[config.mk]
export PLATFORM = sky130hd
export DESIGN_NAME = rsml_top
export DESIGN_NICKNAME = d
export VERILOG_FILES = /design/src/verilog/rsml_pkg.sv /design/src/verilog/rsml_top.sv /design/src/verilog/rsml_decode.sv
export SDC_FILE = /design/constraint.sdc
export NUM_CORES = 1
export LEC_CHECK = 0
export BUFFER_PORTS_ARGS = -buffer_cell sky130_fd_sc_hd__buf_2
export CAP_MARGIN = 20
export CELL_PAD_IN_SITES_DETAIL_PLACEMENT = 0
export CELL_PAD_IN_SITES_GLOBAL_PLACEMENT = 1
export CORE_MARGIN = 2
export CORE_UTILIZATION = 40
export DETAILED_ROUTE_END_ITERATION = 8
export PLACE_DENSITY_LB_ADDON = 0.3
export RECOVER_POWER = 100
export SLEW_MARGIN = 40
export SYNTH_ARGS = -nofsm -noshare
export SYNTH_HDL_FRONTEND = slang
export SYNTH_SLANG_ARGS = --single-unit
[constraint.sdc]
create_clock -name clk -period 3.1 [get_ports clk]
set_input_delay 0.31 -clock clk [delete_from_list [all_inputs] [get_ports clk]]
set_output_delay 0.31 -clock clk [all_outputs]
set_load 0.02 [all_outputs]
[src/verilog/rsml_pkg.sv]
`default_nettype none

package rsml_pkg;

  // Strap vector layout
  localparam int unsigned STRAP_W        = 3;
  localparam int unsigned BOOT_BIT       = 0;
  localparam int unsigned IRQ_BIT        = 1;
  localparam int unsigned LINK_BIT       = 2;

  // Strap defaults, as set by the internal pulls
  localparam logic [STRAP_W-1:0] STRAP_DEFAULT = 3'h0;

  // Number of external interrupt lines
  localparam int unsigned IRQ_LINES      = 4;

  // Time from reset release until pins return to normal use
  localparam int unsigned PIN_RETURN_NS  = 16;
  localparam int unsigned CLK_PERIOD_NS  = 8;
  localparam int unsigned PIN_RETURN_CYC =
    (PIN_RETURN_NS + CLK_PERIOD_NS - 1) / CLK_PERIOD_NS;
  localparam int unsigned CNT_W          = 4;

  // Link receive width codes
  localparam logic [2:0] LINK_W1 = 3'h1;
  localparam logic [2:0] LINK_W4 = 3'h4;

  // Sequencer phases
  typedef enum logic [1:0] {
    RSML_IN_RESET,
    RSML_RETURNING,
    RSML_NORMAL
  } rsml_phase_t;

endpackage

`default_nettype wire

[src/verilog/rsml_top.sv]
`default_nettype none

module rsml_top
(
  // Clock, reset, enable
  input  wire  logic                                clk,
  input  wire  logic                                rst_b,
  input  wire  logic                                clk_en,
  // Strap pin input levels
  input  wire  logic                                boot_source_strap,
  input  wire  logic                                ext_irq_enable_strap,
  input  wire  logic                                link_rx_width_strap,
  // Pull selection per strap pin
  output logic [rsml_pkg::STRAP_W-1:0]              strap_pull_en,
  output logic [rsml_pkg::STRAP_W-1:0]              strap_pull_up,
  // Pins handed back to normal function
  output logic                                      pins_normal,
  // Latched strap levels
  output logic [rsml_pkg::STRAP_W-1:0]              strap_latched,
  // Boot source mode
  output logic                                      boot_from_eprom,
  output logic                                      boot_wait_external,
  // External interrupt line mode
  output logic [rsml_pkg::IRQ_LINES-1:0]            irq_enable,
  output logic [rsml_pkg::IRQ_LINES-1:0]            irq_edge_mode,
  // Link receive width code
  output logic [2:0]                                link_rx_width
);
  import rsml_pkg::*;

  // Release sequencing
  rsml_phase_t          phase;
  rsml_phase_t          next_phase;
  logic [CNT_W-1:0]     cnt;
  logic [CNT_W-1:0]     next_cnt;
  logic                 next_pins_normal;
  logic [STRAP_W-1:0]   next_pull_en;
  logic [STRAP_W-1:0]   next_pull_up;

  // Strap capture and latch
  logic [STRAP_W-1:0]   strap_pins;
  logic [STRAP_W-1:0]   sampled;
  logic [STRAP_W-1:0]   next_sampled;
  logic [STRAP_W-1:0]   next_strap_latched;
  logic                 latch_valid;
  logic                 next_latch_valid;

  // Decoder inputs and results
  logic [STRAP_W-1:0]   dec_straps;
  logic                 dec_boot_eprom;
  logic                 dec_boot_wait;
  logic [IRQ_LINES-1:0] dec_irq_en;
  logic [IRQ_LINES-1:0] dec_irq_edge;
  logic [2:0]           dec_link_w;

  // Next mode outputs
  logic                 next_boot_eprom;
  logic                 next_boot_wait;
  logic [IRQ_LINES-1:0] next_irq_en;
  logic [IRQ_LINES-1:0] next_irq_edge;
  logic [2:0]           next_link_w;

  assign strap_pins = {link_rx_width_strap, ext_irq_enable_strap, boot_source_strap};

  // Strap capture while reset is low
  always_comb
  begin
    next_sampled = sampled;
    if (!rst_b)
    begin
      next_sampled = strap_pins;
    end
  end

  // Capture register, loads on every reset edge
  // even while the enable is low
  always_ff @(posedge clk)
  begin
    if (!rst_b || clk_en)
    begin
      sampled <= next_sampled;
    end
  end

  // Release timeline in enabled edges:
  // E0 straps latched and pulls off,
  // E1 decoded modes reach the outputs,
  // E2 pins handed back to normal use.
  // Low enable stretches every step;
  // reset acts even with enable low.
  always_comb
  begin
    next_phase         = phase;
    next_cnt           = cnt;
    next_strap_latched = strap_latched;
    next_latch_valid   = latch_valid;
    next_pins_normal   = 1'b0;
    next_pull_en       = '0;
    next_pull_up       = STRAP_DEFAULT;
    case (phase)
      RSML_IN_RESET:
      begin
        // latch on first cycle after release
        next_strap_latched = sampled;
        next_phase         = RSML_RETURNING;
        next_cnt           = CNT_W'(PIN_RETURN_CYC);
        next_latch_valid   = 1'b1;
      end
      RSML_RETURNING:
      begin
        if (cnt <= CNT_W'(1))
        begin
          next_phase       = RSML_NORMAL;
          next_pins_normal = 1'b1;
          next_cnt         = '0;
        end
        else
        begin
          next_cnt = cnt - CNT_W'(1);
        end
      end
      RSML_NORMAL:
      begin
        next_pins_normal = 1'b1;
      end
      default:
      begin
        next_phase = RSML_IN_RESET;
      end
    endcase
  end

  // Phase and latch registers
  always_ff @(posedge clk)
  begin
    if (!rst_b)
    begin
      phase         <= RSML_IN_RESET;
      cnt           <= '0;
      pins_normal   <= 1'b0;
      latch_valid   <= 1'b0;
      strap_pull_en <= '1;
      strap_pull_up <= STRAP_DEFAULT;
    end
    else if (clk_en)
    begin
      phase         <= next_phase;
      cnt           <= next_cnt;
      strap_latched <= next_strap_latched;
      latch_valid   <= next_latch_valid;
      pins_normal   <= next_pins_normal;
      strap_pull_en <= next_pull_en;
      strap_pull_up <= next_pull_up;
    end
  end

  // Decoder sees defaults until the first latch
  assign dec_straps = latch_valid ? strap_latched : STRAP_DEFAULT;

  // Mode decoder
  rsml_decode u_decode
  (
    .straps             (dec_straps),
    .boot_from_eprom    (dec_boot_eprom),
    .boot_wait_external (dec_boot_wait),
    .irq_enable         (dec_irq_en),
    .irq_edge_mode      (dec_irq_edge),
    .link_rx_width      (dec_link_w)
  );

  // Next mode outputs; boot stays off until a
  // latch is taken, so no stale level starts a boot
  always_comb
  begin
    next_boot_eprom = dec_boot_eprom & latch_valid;
    next_boot_wait  = dec_boot_wait & latch_valid;
    next_irq_en     = dec_irq_en;
    next_irq_edge   = dec_irq_edge;
    next_link_w     = dec_link_w;
  end

  // Registered mode outputs
  always_ff @(posedge clk)
  begin
    if (!rst_b)
    begin
      boot_from_eprom    <= 1'b0;
      boot_wait_external <= 1'b0;
      irq_enable         <= '0;
      irq_edge_mode      <= '0;
      link_rx_width      <= LINK_W1;
    end
    else if (clk_en)
    begin
      boot_from_eprom    <= next_boot_eprom;
      boot_wait_external <= next_boot_wait;
      irq_enable         <= next_irq_en;
      irq_edge_mode      <= next_irq_edge;
      link_rx_width      <= next_link_w;
    end
  end

endmodule

`default_nettype wire

[src/verilog/rsml_decode.sv]
`default_nettype none

module rsml_decode
(
  // Captured straps
  input  wire  logic [rsml_pkg::STRAP_W-1:0]   straps,
  // Decoded modes
  output var   logic                           boot_from_eprom,
  output var   logic                           boot_wait_external,
  output var   logic [rsml_pkg::IRQ_LINES-1:0] irq_enable,
  output var   logic [rsml_pkg::IRQ_LINES-1:0] irq_edge_mode,
  output var   logic [2:0]                     link_rx_width
);
  import rsml_pkg::*;

  // Mode decode from captured levels
  always_comb
  begin
    boot_from_eprom    = ~straps[BOOT_BIT];
    boot_wait_external = straps[BOOT_BIT];
    irq_enable         = {IRQ_LINES{straps[IRQ_BIT]}};
    irq_edge_mode      = {IRQ_LINES{straps[IRQ_BIT]}};
    link_rx_width      = straps[LINK_BIT] ? LINK_W4 : LINK_W1;
  end

endmodule

`default_nettype wire

Yosys cells after proc, flatten, opt, wreduce, memory -nomap -nowiden --
Cells that the tools add are included.
Operators by class: add/sub/neg operators 1, $lt $le $gt $ge 1, equal/unequal tests 3, muxes and demuxes 8, bitwise operators 5, reduce and logical (&&, ||, !) cells 9
Operators with widths (number):
- 4-bit one-hot mux with 2 select lines | 1
- 3-bit two-way mux | 2
- 2-bit one-hot mux with 3 select lines | 1
- 2-bit AND reduction | 3
- 3-bit AND reduction | 2
- 4-bit by 1-bit less-or-equal comparator with 1-bit output (second input constant) | 1
- 4-bit two-way mux | 1
- 4-bit by 1-bit subtractor with 4-bit output (second input constant) | 1
- 1-bit inverter | 3
- 1-bit bitwise AND | 2
- 2-bit by 1-bit == test with 1-bit output (second input constant) | 1
- 2-bit == test (second input constant) | 1
- 2-bit zero test | 1
- 2-bit two-way mux | 1
- 2-bit inequality test (second input constant) | 1
- 1-bit one-hot mux with 2 select lines | 1
- 2-bit nonzero test | 1
- 1-bit zero test | 1
- 1-bit logical OR | 1
- 1-bit two-way mux | 1
Word-level totals: flip-flop bits (word level) 23, input bits 6, output and inout port bits 23, logic and storage cells 38

Longest topological paths before layout --
Gate-level depths: netlist of the first run.
word-level depth 3, gate-level depth with buffers 6, mapped depth without buffers 6

Modules after synthesis --
Synthesis of the first run repeated with hierarchy kept, for this count alone.
Second synthesis, totals: cell total of the unflattened synthesis 128, area, all modules 1290.0 um^2
Modules (own cells, without submodules):
- rsml_top | times used 1, cells each 114, area each 1196.1 um^2, seq. area each 620.6 um^2
- rsml_decode | times used 1, cells each 14, area each 93.8 um^2, seq. area each 0.0 um^2

Worst setup path after synthesis of the first run --
Ideal clock, no wire load.
kind flip-flop to flip-flop, from reg cnt[0], to reg cnt[0], setup time 0.066 ns, arrival time 1.272 ns, data required time 3.034 ns, slack 1.761 ns, stages on the path, launching flop included 6, path buffers 0, period minus slack after synthesis 1.339 ns, path through dfxtp_1 inv_1 ha_1 o21a_4 or3_1 a21oi_2
Between the ends: longest elaborated chain between the ends 3, elaborated cells between the ends (all ways) 4, those cells by class add/sub: 1; order compare: 1; mux: 2
RTL lines:
- from (decl) | RTL line rsml_top.sv:34 | logic [CNT_W-1:0] cnt;
- from (signal assigned) | RTL line rsml_top.sv:148 | cnt <= next_cnt;
- 4-bit by 1-bit subtractor with 4-bit output or 4-bit by 1-bit less-or-equal comparator with 1-bit output (tied branches) | RTL line rsml_top.sv:119, rsml_top.sv:111
- 4-bit two-way mux (*) | RTL line rsml_top.sv:111 | if (cnt <= CNT_W'(1))
- 4-bit one-hot mux with 2 select lines (*) | RTL line rsml_top.sv:100 | case (phase)
Mark *: on every way between the ends. The rest lies on a longest branch, timed or not. A chain may end at the register's enable or synchronous reset.

Worst setup path in the final report of the first run --
from reg cnt[0], to reg cnt[1]
The elaborated chain is that of the path after synthesis.

==> metrics, run 1 <==
DPL Wire Length=1.16 mm; worst path cell trace=inv_1, ha_1, o21ai_0, a21oi_1, a211oi_1; Worst Reg-to-Reg Cells=5; reg2reg start=cnt[0]; CTS buffer count=3; postcts setup bufs=0; worst vdd ir=0.319 mV; top cells by count, synth=buf_4 (14), dfxtp_1 (14), inv_1 (8); CTS clk-pin slew, worst paths=~0.11 ns; CP max-delay cell=dfxtp_1; Final Setup Violations=0; min-delay src=ext_irq_enable_strap; dominant synthesized flop cell=dfxtp_1; sequential share of the synthesized area=48.2%; share of cells above drive strength 1=9.01%; hold path cells=1; critical path data required time=roughly 3.3 ns; initial drt markers=7; Non-Filler Instances=between 100 and 150; Final Hold Fails=0; initial core utilization=a little over two fifths; syn_area_per_cell=slightly below 10 um^2; Post-synth EDFFs=6; flops & latches, synth=20; family with the most delay on the worst path=compound AO/OA/AOI/OAI gates; post-route setup TNS=0 ns; drt pass-1 iters=4; clk buf depth=2; first-pass GRT wire length=2.58 mm; Max Cap Viol=0; fmax=around 690 MHz; IO Pins=29; # rows=17; vias per cell=4.88; initial antenna violation count=0; Synth top area share=29.4%; worst-path fanout max=5; Area Overhead vs Synth=7.86%; setup repair after global routing missed its margin=no; width of the die=52.9 um; number of routed nets with antenna violations=0; detailed-route wire length=around 1.6 mm; outcome=finished clean; leakage=0.377 nW; detailed-route DRC error count=0; H-tree depth=1; CTS tree=yes; Synth area leaders=dfxtp_1 (29%), edfxtp_1 (19%), buf_4 (11%); Critical R2R Capture=cnt[1]; Port Buffer Count=24; clk_skew=0.00150 ns; Synth area leader=dfxtp_1; simple-gate area share of the yosys netlist=13.0%; routed len/inst=11.2 um; gr usage total=12.8%; crit end category=flop; NumNets Final=123; Power Density=595 mW/mm^2; post-synthesis mux area share=2.10%; # clock sinks=20; largest family of logic cells by synthesized area=buffers and inverters; Compound-Gate Fraction of Synth Area=14.5%; overall die height=52.9 um; CTS root buf=clkbuf_4; Antenna diodes=0; largest net degree at the start of global routing=18; Post-Synthesis Cells=96; GPL Wtd Cong=~0.72; core area=0.00223 mm^2; Tcrit/Tclk final=46.6%; via count=678; hold worst-path end=sampled[1]; die area=0.00279 mm^2; mapped cell area=955 um^2; adder-cell share of the synthesized area=6.55%; clk_lat worst skew=~0.30 ns; Hold Path Class=in2reg; PostCTS Resize Cnt=0; CP arrival=1.67 ns; Final Max Tran Viols=0; Placed Cells=135; CP Launch Type=flop; Critical Path Max Stage Delay=0.41 ns; post-layout minimum cycle time=1.45 ns; Ys Warns=0; count of cell types in the netlist=29; post-synthesis xor/xnor area fraction=0%; vias in the first global route=576; reg-to-reg slack, setup=1.65 ns; crit path buf inv count=1; critical path class=reg2reg; Hold Buf Count CTS=0; global route overflow=0; ys async rst share=0%
-- logic make-up after synthesis --
logic type / Yosys count
other: 1
adders and majority gates: 5
AOI/OAI and AO/OA: 21
buffers and inverters: 24
DFF: 20
and+or+nand+nor: 23
muxes: 2
-- state kept, by name, summed over array words and instances (netlist names) --
register and cells:
boot_from_eprom 1, boot_wait_external 1, cnt 4, irq_edge_mode 1
latch_valid 1, link_rx_width 2, phase 2, pins_normal 1
sampled 3, strap_latched 3, strap_pull_en 1
-- layout make-up --
| class | count | area, um^2 |
|---|---|---|
| Timing Repair Buffer | 24 | 95.1 |
| Clock inverter | 1 | 30.0 |
| Tap cell | 28 | 35.0 |
| Clock buffer | 3 | 22.5 |
| Sequential cell | 20 | 460 |
| Inverter | 8 | 30.0 |
| Fill cell | 240 | 1200 |
| Multi-Input combinational cell | 55 | 357 |
-- power by group --
group,switching (mW),internal [mW],total (mW)
Combinational,0.0673,0.0335,0.101
Sequential,0.0121,0.289,0.301
Clock,0.0798,0.131,0.210
-- worst max path at each step --
stage,depth (start not counted),to,start
final,5,cnt[1],cnt[0]
after detailed placement,5,cnt[1],cnt[0]
after floorplan,5,cnt[0],cnt[0]
after CTS,5,cnt[1],cnt[0]
after global routing,5,cnt[1],cnt[0]
after global placement,6,cnt[3],phase[1]
-- cells in the final DEF (no fill, tap or decap), types with 4 or more instances in the layout --
master | synthesis | routed
dfxtp_1 | 14 | 14
a21oi_1 | 7 | 8
ha_1 | 5 | 5
inv_1 | 8 | 8
buf_2 | 1 | 4
nand2_1 | 5 | 5
nand2b_1 | 4 | 4
edfxtp_1 | 6 | 6
conb_1 | 1 | 4
nand3_1 | 4 | 4
clkbuf_1 | 0 | 20
o21ai_0 | 5 | 5
-- routing by layer --
metal  GRT usage (%)  share of wire (%)  vias up
met3            2.54                6.6        4
met2            20.0                 44       21
met1            16.3                 47      309
li1                -                  -      344
met5               0                  0        -
met4            7.69                2.0        0
-- through the flow --
stage | util (%) | cell area, um^2 | power [mW] | worst slack [ns] | hold WS [ns]
after floorplan | - | 966 | 0.395 | 1.76 | 0.372
final | 46.1 | 1030 | 0.612 | 1.65 | 0.176
after detailed placement | 45.0 | 1010 | 0.413 | 1.63 | 0.411
after global placement | 45.0 | 1010 | 0.412 | 1.71 | 0.405
after global routing | 46.1 | 1030 | 0.642 | 1.49 | 0.160
after CTS | 47.4 | 1060 | 0.622 | 1.62 | 0.171
Power figures use the tool's default switching activity.
==> inputs of run 2 (changes only) <==
--- a/config.mk
+++ b/config.mk
@@ -10,7 +10,7 @@
 export CELL_PAD_IN_SITES_DETAIL_PLACEMENT = 0
 export CELL_PAD_IN_SITES_GLOBAL_PLACEMENT = 1
 export CORE_MARGIN = 2
-export CORE_UTILIZATION = 40
+export CORE_UTILIZATION = 37
 export DETAILED_ROUTE_END_ITERATION = 8
 export PLACE_DENSITY_LB_ADDON = 0.3
 export RECOVER_POWER = 100
==> constraint.sdc (replaced) <==
create_clock -name clk -period 1.39 [get_ports clk]
set_input_delay 0.139 -clock clk [delete_from_list [all_inputs] [get_ports clk]]
set_output_delay 0.139 -clock clk [all_outputs]
set_load 0.02 [all_outputs]
==> metrics, run 2 (synthesis gave the netlist of run 1 again) <==
outcome=finished clean (unchanged); hold worst-path end=sampled[2] (was sampled[1]); CP arrival=1.57 ns (was 1.67 ns); post-route setup TNS=0 ns (unchanged); H-tree depth=1 (unchanged); CTS root buf=clkbuf_4 (unchanged); total chip power=1.20 mW (was 612 uW); most common cell after layout, fill and taps aside=clkbuf_1 (unchanged); leakage=0.388 nW (was 0.377 nW); CTS clk-pin slew, worst paths=0.10 ns (was 0.11 ns); Critical Path Max Stage Delay=0.38 ns (was 0.41 ns); fmax=747 MHz (was 692 MHz); crit path buf inv count=1 (unchanged); via count=666 (was 678); clk_skew=0.00208 ns (was 0.00150 ns); # clock sinks=20 (unchanged); GPL Wtd Cong=0.664 (was 0.720); core area=0.00245 mm^2 (was 0.00223 mm^2); Tcrit/Tclk final=96.3% (was 46.6%); hold path cells=1 (unchanged); CP Launch Type=flop (unchanged); global route overflow=0 (unchanged); Placed Cells=141 (was 135); detailed-route DRC error count=0 (unchanged); critical path class=reg2reg (unchanged); CP max-delay cell=dfxtp_4 (was dfxtp_1); final hold slack=0.0157 ns (was 0.176 ns); max FFs per register=4 (unchanged); Port Buffer Count=24 (unchanged); routed len/inst=11.0 um (was 11.2 um); Core Util, Final=43.7% (was 46.1%); initial core utilization=38.9% (was 42.7%); die area=0.00300 mm^2 (was 0.00279 mm^2); Critical R2R Capture=cnt[0] (was cnt[1]); crit end category=flop (unchanged); gr usage total=11.6% (was 12.8%); vias per cell=4.56 (was 4.88); detailed-route wire length=1.61 mm (was 1.55 mm); worst-path fanout max=5 (unchanged); clk_lat worst skew=0.29 ns (was 0.30 ns); Antenna diodes=0 (unchanged); Worst Reg-to-Reg Cells=5 (unchanged); CP startpoint=cnt[0] (unchanged); biggest regs=cnt (4), sampled (3), strap_latched (3) (unchanged); initial drt markers=16 (was 7); Power Density=1120 mW/mm^2 (was 595 mW/mm^2); DPL Wire Length=1.18 mm (was 1.16 mm); Hold Path Class=in2reg (unchanged); NumNets Final=128 (was 123); vias in the first global route=553 (was 576); initial antenna violation count=0 (unchanged); largest net degree at the start of global routing=18 (unchanged); width of the die=54.8 um (was 52.9 um); IO Pins=29 (unchanged); first-pass GRT wire length=2.49 mm (was 2.58 mm); postcts setup bufs=0 (unchanged); reg-to-reg slack, setup=0.05 ns (was 1.65 ns); reg2reg start=cnt[0] (unchanged); Top reg by flops=cnt (unchanged); Area Overhead vs Synth=12.5% (was 7.86%); Max Cap Viol=0 (unchanged); min-delay src=link_rx_width_strap (was ext_irq_enable_strap); most frequent cells in the layout=clkbuf_1 (20), dfxtp_1 (11), inv_1 (8) (was clkbuf_1 (20), dfxtp_1 (14), inv_1 (8), a21oi_1 (8), edfxtp_1 (6)); overall die height=54.8 um (was 52.9 um); worst path cell trace=inv_1, ha_2, o21a_4, or3_1, a21oi_2 (was inv_1, ha_1, o21ai_0, a21oi_1, a211oi_1); share of cells above drive strength 1=19.8% (was 9.01%); Final Max Tran Viols=0 (unchanged); worst vdd ir=0.761 mV (was 0.319 mV); Non-Filler Instances=146 (was 139); Final Hold Fails=0 (unchanged); drt pass-1 iters=4 (unchanged); family with the most delay on the worst path=flip-flops (was compound AO/OA/AOI/OAI gates); post-layout minimum cycle time=1.34 ns (was 1.45 ns); number of routed nets with antenna violations=0 (unchanged); critical path data required time=1.62 ns (was 3.32 ns); clk buf depth=2 (unchanged); CTS tree=yes (unchanged); CTS buffer count=3 (unchanged); Final Setup Violations=0 (unchanged); # rows=18 (was 17)
run 2: cell count changes in the layout (fill, tap and decap cells not counted), moves of 2 or more:
cell,change
ha_1,-3
dfxtp_1,-3
buf_4,+4
ha_2,+3
dfxtp_2,+2
run 2: per-stage QoR:
| step | setup slack [ns] | area, um^2 |
|---|---|---|
| floorplan | 0.0514 | 966 |
| global placement | 0.0294 | 1040 |
| detailed placement | -0.0200 | 1040 |
| CTS | 0.00279 | 1070 |
| global route | -0.00686 | 1070 |
| finish | 0.0513 | 1070 |
run 2: how the worst max path moves through the flow:
stage	to	slack (ns)	cells past startpoint
3_5_place_dp	cnt[0]	-0.02	5
5_1_grt	cnt[0]	-0.007	5
6_report	cnt[0]	0.05	5
3_3_place_gp	cnt[0]	0.03	5
4_1_cts	cnt[0]	0.003	5
2_1_floorplan	cnt[0]	0.05	5
run 2: timing repair:
item                                    CTS  global route
resized for setup                         1            10
endpoints found under the hold margin     0             1
endpoints found under the setup margin    1             9
hold buffers                              0             1
run 2: area by class of cell:
| class | instances | area, um^2 |
|---|---|---|
| Fill cell | 258 | 1380 |
| Timing Repair Buffer | 29 | 135 |
| Multi-Input combinational cell | 55 | 378 |
| Inverter | 8 | 30.0 |
| Sequential cell | 20 | 467 |
| Clock inverter | 1 | 3.75 |
| Tap cell | 30 | 37.5 |
| Clock buffer | 3 | 22.5 |
run 2: layer usage:
| layer | GRT usage [%] | vias to the layer above | share of wire, % |
|---|---|---|---|
| li1 | - | 353 | - |
| met1 | 15.7 | 292 | 48 |
| met2 | 16.9 | 21 | 44 |
| met3 | 5.19 | 0 | 7.7 |
| met4 | 2.50 | 0 | 0 |
| met5 | 0 | - | 0 |
run 2: report_power, final:
group	internal (mW)	switching, mW	total, mW
clock	0.104	0.163	0.267
combinational	0.101	0.161	0.262
sequential	0.645	0.0288	0.674
==> inputs of run 3 (changes only) <==
--- a/config.mk
+++ b/config.mk
@@ -7,10 +7,8 @@
 export LEC_CHECK = 0
 export BUFFER_PORTS_ARGS = -buffer_cell sky130_fd_sc_hd__buf_2
 export CAP_MARGIN = 20
-export CELL_PAD_IN_SITES_DETAIL_PLACEMENT = 0
-export CELL_PAD_IN_SITES_GLOBAL_PLACEMENT = 1
 export CORE_MARGIN = 2
-export CORE_UTILIZATION = 37
+export CORE_UTILIZATION = 45
 export DETAILED_ROUTE_END_ITERATION = 8
 export PLACE_DENSITY_LB_ADDON = 0.3
 export RECOVER_POWER = 100
==> metrics, run 3 (synthesis gave the netlist of run 1 again) <==
outcome=finished clean (unchanged); Final Hold Fails=0 (unchanged); worst vdd ir=1.10 mV (was 0.761 mV); Port Buffer Count=24 (unchanged); critical path data required time=1.63 ns (was 1.62 ns); leakage=0.412 nW (was 0.388 nW); detailed-route wire length=1.74 mm (was 1.61 mm); first-pass GRT wire length=2.77 mm (was 2.49 mm); die area=0.00251 mm^2 (was 0.00300 mm^2); core area=0.00198 mm^2 (was 0.00245 mm^2); Final Max Tran Viols=0 (unchanged); worst-path fanout max=5 (unchanged); width of the die=50.1 um (was 54.8 um); Max Cap Viol=0 (unchanged); overall die height=50.1 um (was 54.8 um); CP Launch Type=flop (unchanged); Final Setup Violations=0 (unchanged); via count=710 (was 666); final hold slack=0.116 ns (was 0.0157 ns); fmax=731 MHz (was 747 MHz); initial antenna violation count=0 (unchanged); most frequent cells in the layout=clkbuf_1 (20), dfxtp_1 (11), inv_1 (8) (unchanged); NumNets Final=130 (was 128); clk_lat worst skew=0.30 ns (was 0.29 ns); CTS tree=yes (unchanged); Power Density=1260 mW/mm^2 (was 1120 mW/mm^2); family with the most delay on the worst path=flip-flops (unchanged); routed len/inst=12.0 um (was 11.0 um); final setup margin=0.0220 ns (was 0.0513 ns); Area Overhead vs Synth=18.5% (was 12.5%); Antenna diodes=0 (unchanged); share of cells above drive strength 1=21.2% (was 19.8%); Hold Path Class=in2reg (unchanged); critical path class=reg2reg (unchanged); gr usage total=14.3% (was 11.6%); number of routed nets with antenna violations=0 (unchanged); CTS root buf=clkbuf_4 (unchanged); most common cell after layout, fill and taps aside=clkbuf_1 (unchanged); clk buf depth=2 (unchanged); crit end category=flop (unchanged); Tcrit/Tclk final=98.4% (was 96.3%); CP max-delay cell=dfxtp_4 (unchanged); vias in the first global route=663 (was 553); post-layout minimum cycle time=1.37 ns (was 1.34 ns); # clock sinks=20 (unchanged); H-tree depth=1 (unchanged); GPL Wtd Cong=0.742 (was 0.664); initial drt markers=2 (was 16); CTS buffer count=3 (unchanged); Top reg by flops=cnt (unchanged); # rows=16 (was 18); DPL Wire Length=1.17 mm (was 1.18 mm); initial core utilization=48.2% (was 38.9%); clk_skew=0.00901 ns (was 0.00208 ns); worst path cell trace=inv_1, ha_2, o21a_4, or3_4, a21oi_2 (was inv_1, ha_2, o21a_4, or3_1, a21oi_2); CP arrival=1.60 ns (was 1.57 ns); global route overflow=0 (unchanged); IO Pins=29 (unchanged); crit path buf inv count=1 (unchanged); vias per cell=4.90 (was 4.56); largest net degree at the start of global routing=18 (unchanged); drt pass-1 iters=4 (unchanged); Critical Path Max Stage Delay=0.39 ns (was 0.38 ns); worst slack at placement=-0.0237 ns (was -0.0200 ns); biggest regs=cnt (4), sampled (3), strap_latched (3) (unchanged); max FFs per register=4 (unchanged); CTS clk-pin slew, worst paths=0.12 ns (was 0.10 ns); detailed-route DRC error count=0 (unchanged)
run 3: final timing paths:
path | slack (ns) | startpoint | to | cells past startpoint
hold / removal | 0.12 | rst_b | link_rx_width[0] | 2
hold reg to reg | 0.43 | sampled[0] | strap_latched[0] | 0
setup / recovery | 0.02 | cnt[0] | cnt[0] | 5
setup reg to reg | 0.02 | cnt[0] | cnt[0] | 5
run 3: worst reg2reg max path: cells and delay by family, from the launching register on:
kind | cells | cell delay [ns]
DFF | 1 | 0.39
AOI/OAI and AO/OA | 2 | 0.34
and+or+nand+nor | 1 | 0.33
adders and majority gates | 1 | 0.20
buffers and inverters | 1 | 0.05
run 3: repair_timing:
item | in CTS | in global routing
resized for setup | 3 | 11
buffers inserted | 0 | 2
hold buffers | 3 | 0
pin swaps | 0 | 2
endpoints found under the hold margin | 3 | 0
endpoints found under the setup margin | 4 | 6
run 3: report_power, final:
part	switching, mW	internal, mW	total [mW]
combinational	0.170	0.112	0.282
clock	0.173	0.291	0.464
sequential	0.0305	0.645	0.676
run 3: routing by layer:
metal,up-vias,share of wire [%],global-route usage [%]
met4,0,0,1.39
met3,0,6.6,5.15
met1,329,43,14.9
met5,-,0,0
li1,357,-,-
met2,24,51,27.6
run 3: cell type report:
| type | instances | area, um^2 |
|---|---|---|
| clock buffers | 3 | 22.5 |
| clock inverters | 1 | 30.0 |
| fillers | 207 | 851 |
| inverters | 8 | 30.0 |
| multi-input cells | 55 | 393 |
| flip-flops and latches | 20 | 467 |
| well taps | 27 | 33.8 |
| repair buffers | 31 | 155 |
run 3: metrics by stage:
stage	util, %	TNS [ns]	std cells	power (mW)	cell area [um^2]
2_1_floorplan	-	0	99	0.881	966
3_3_place_gp	51.5	0	136	0.925	1020
3_5_place_dp	51.5	-0.0407	136	0.934	1020
4_1_cts	55.9	0	143	1.41	1110
5_1_grt	57.1	-0.00902	145	1.49	1130
6_report	57.1	0	145	1.42	1130
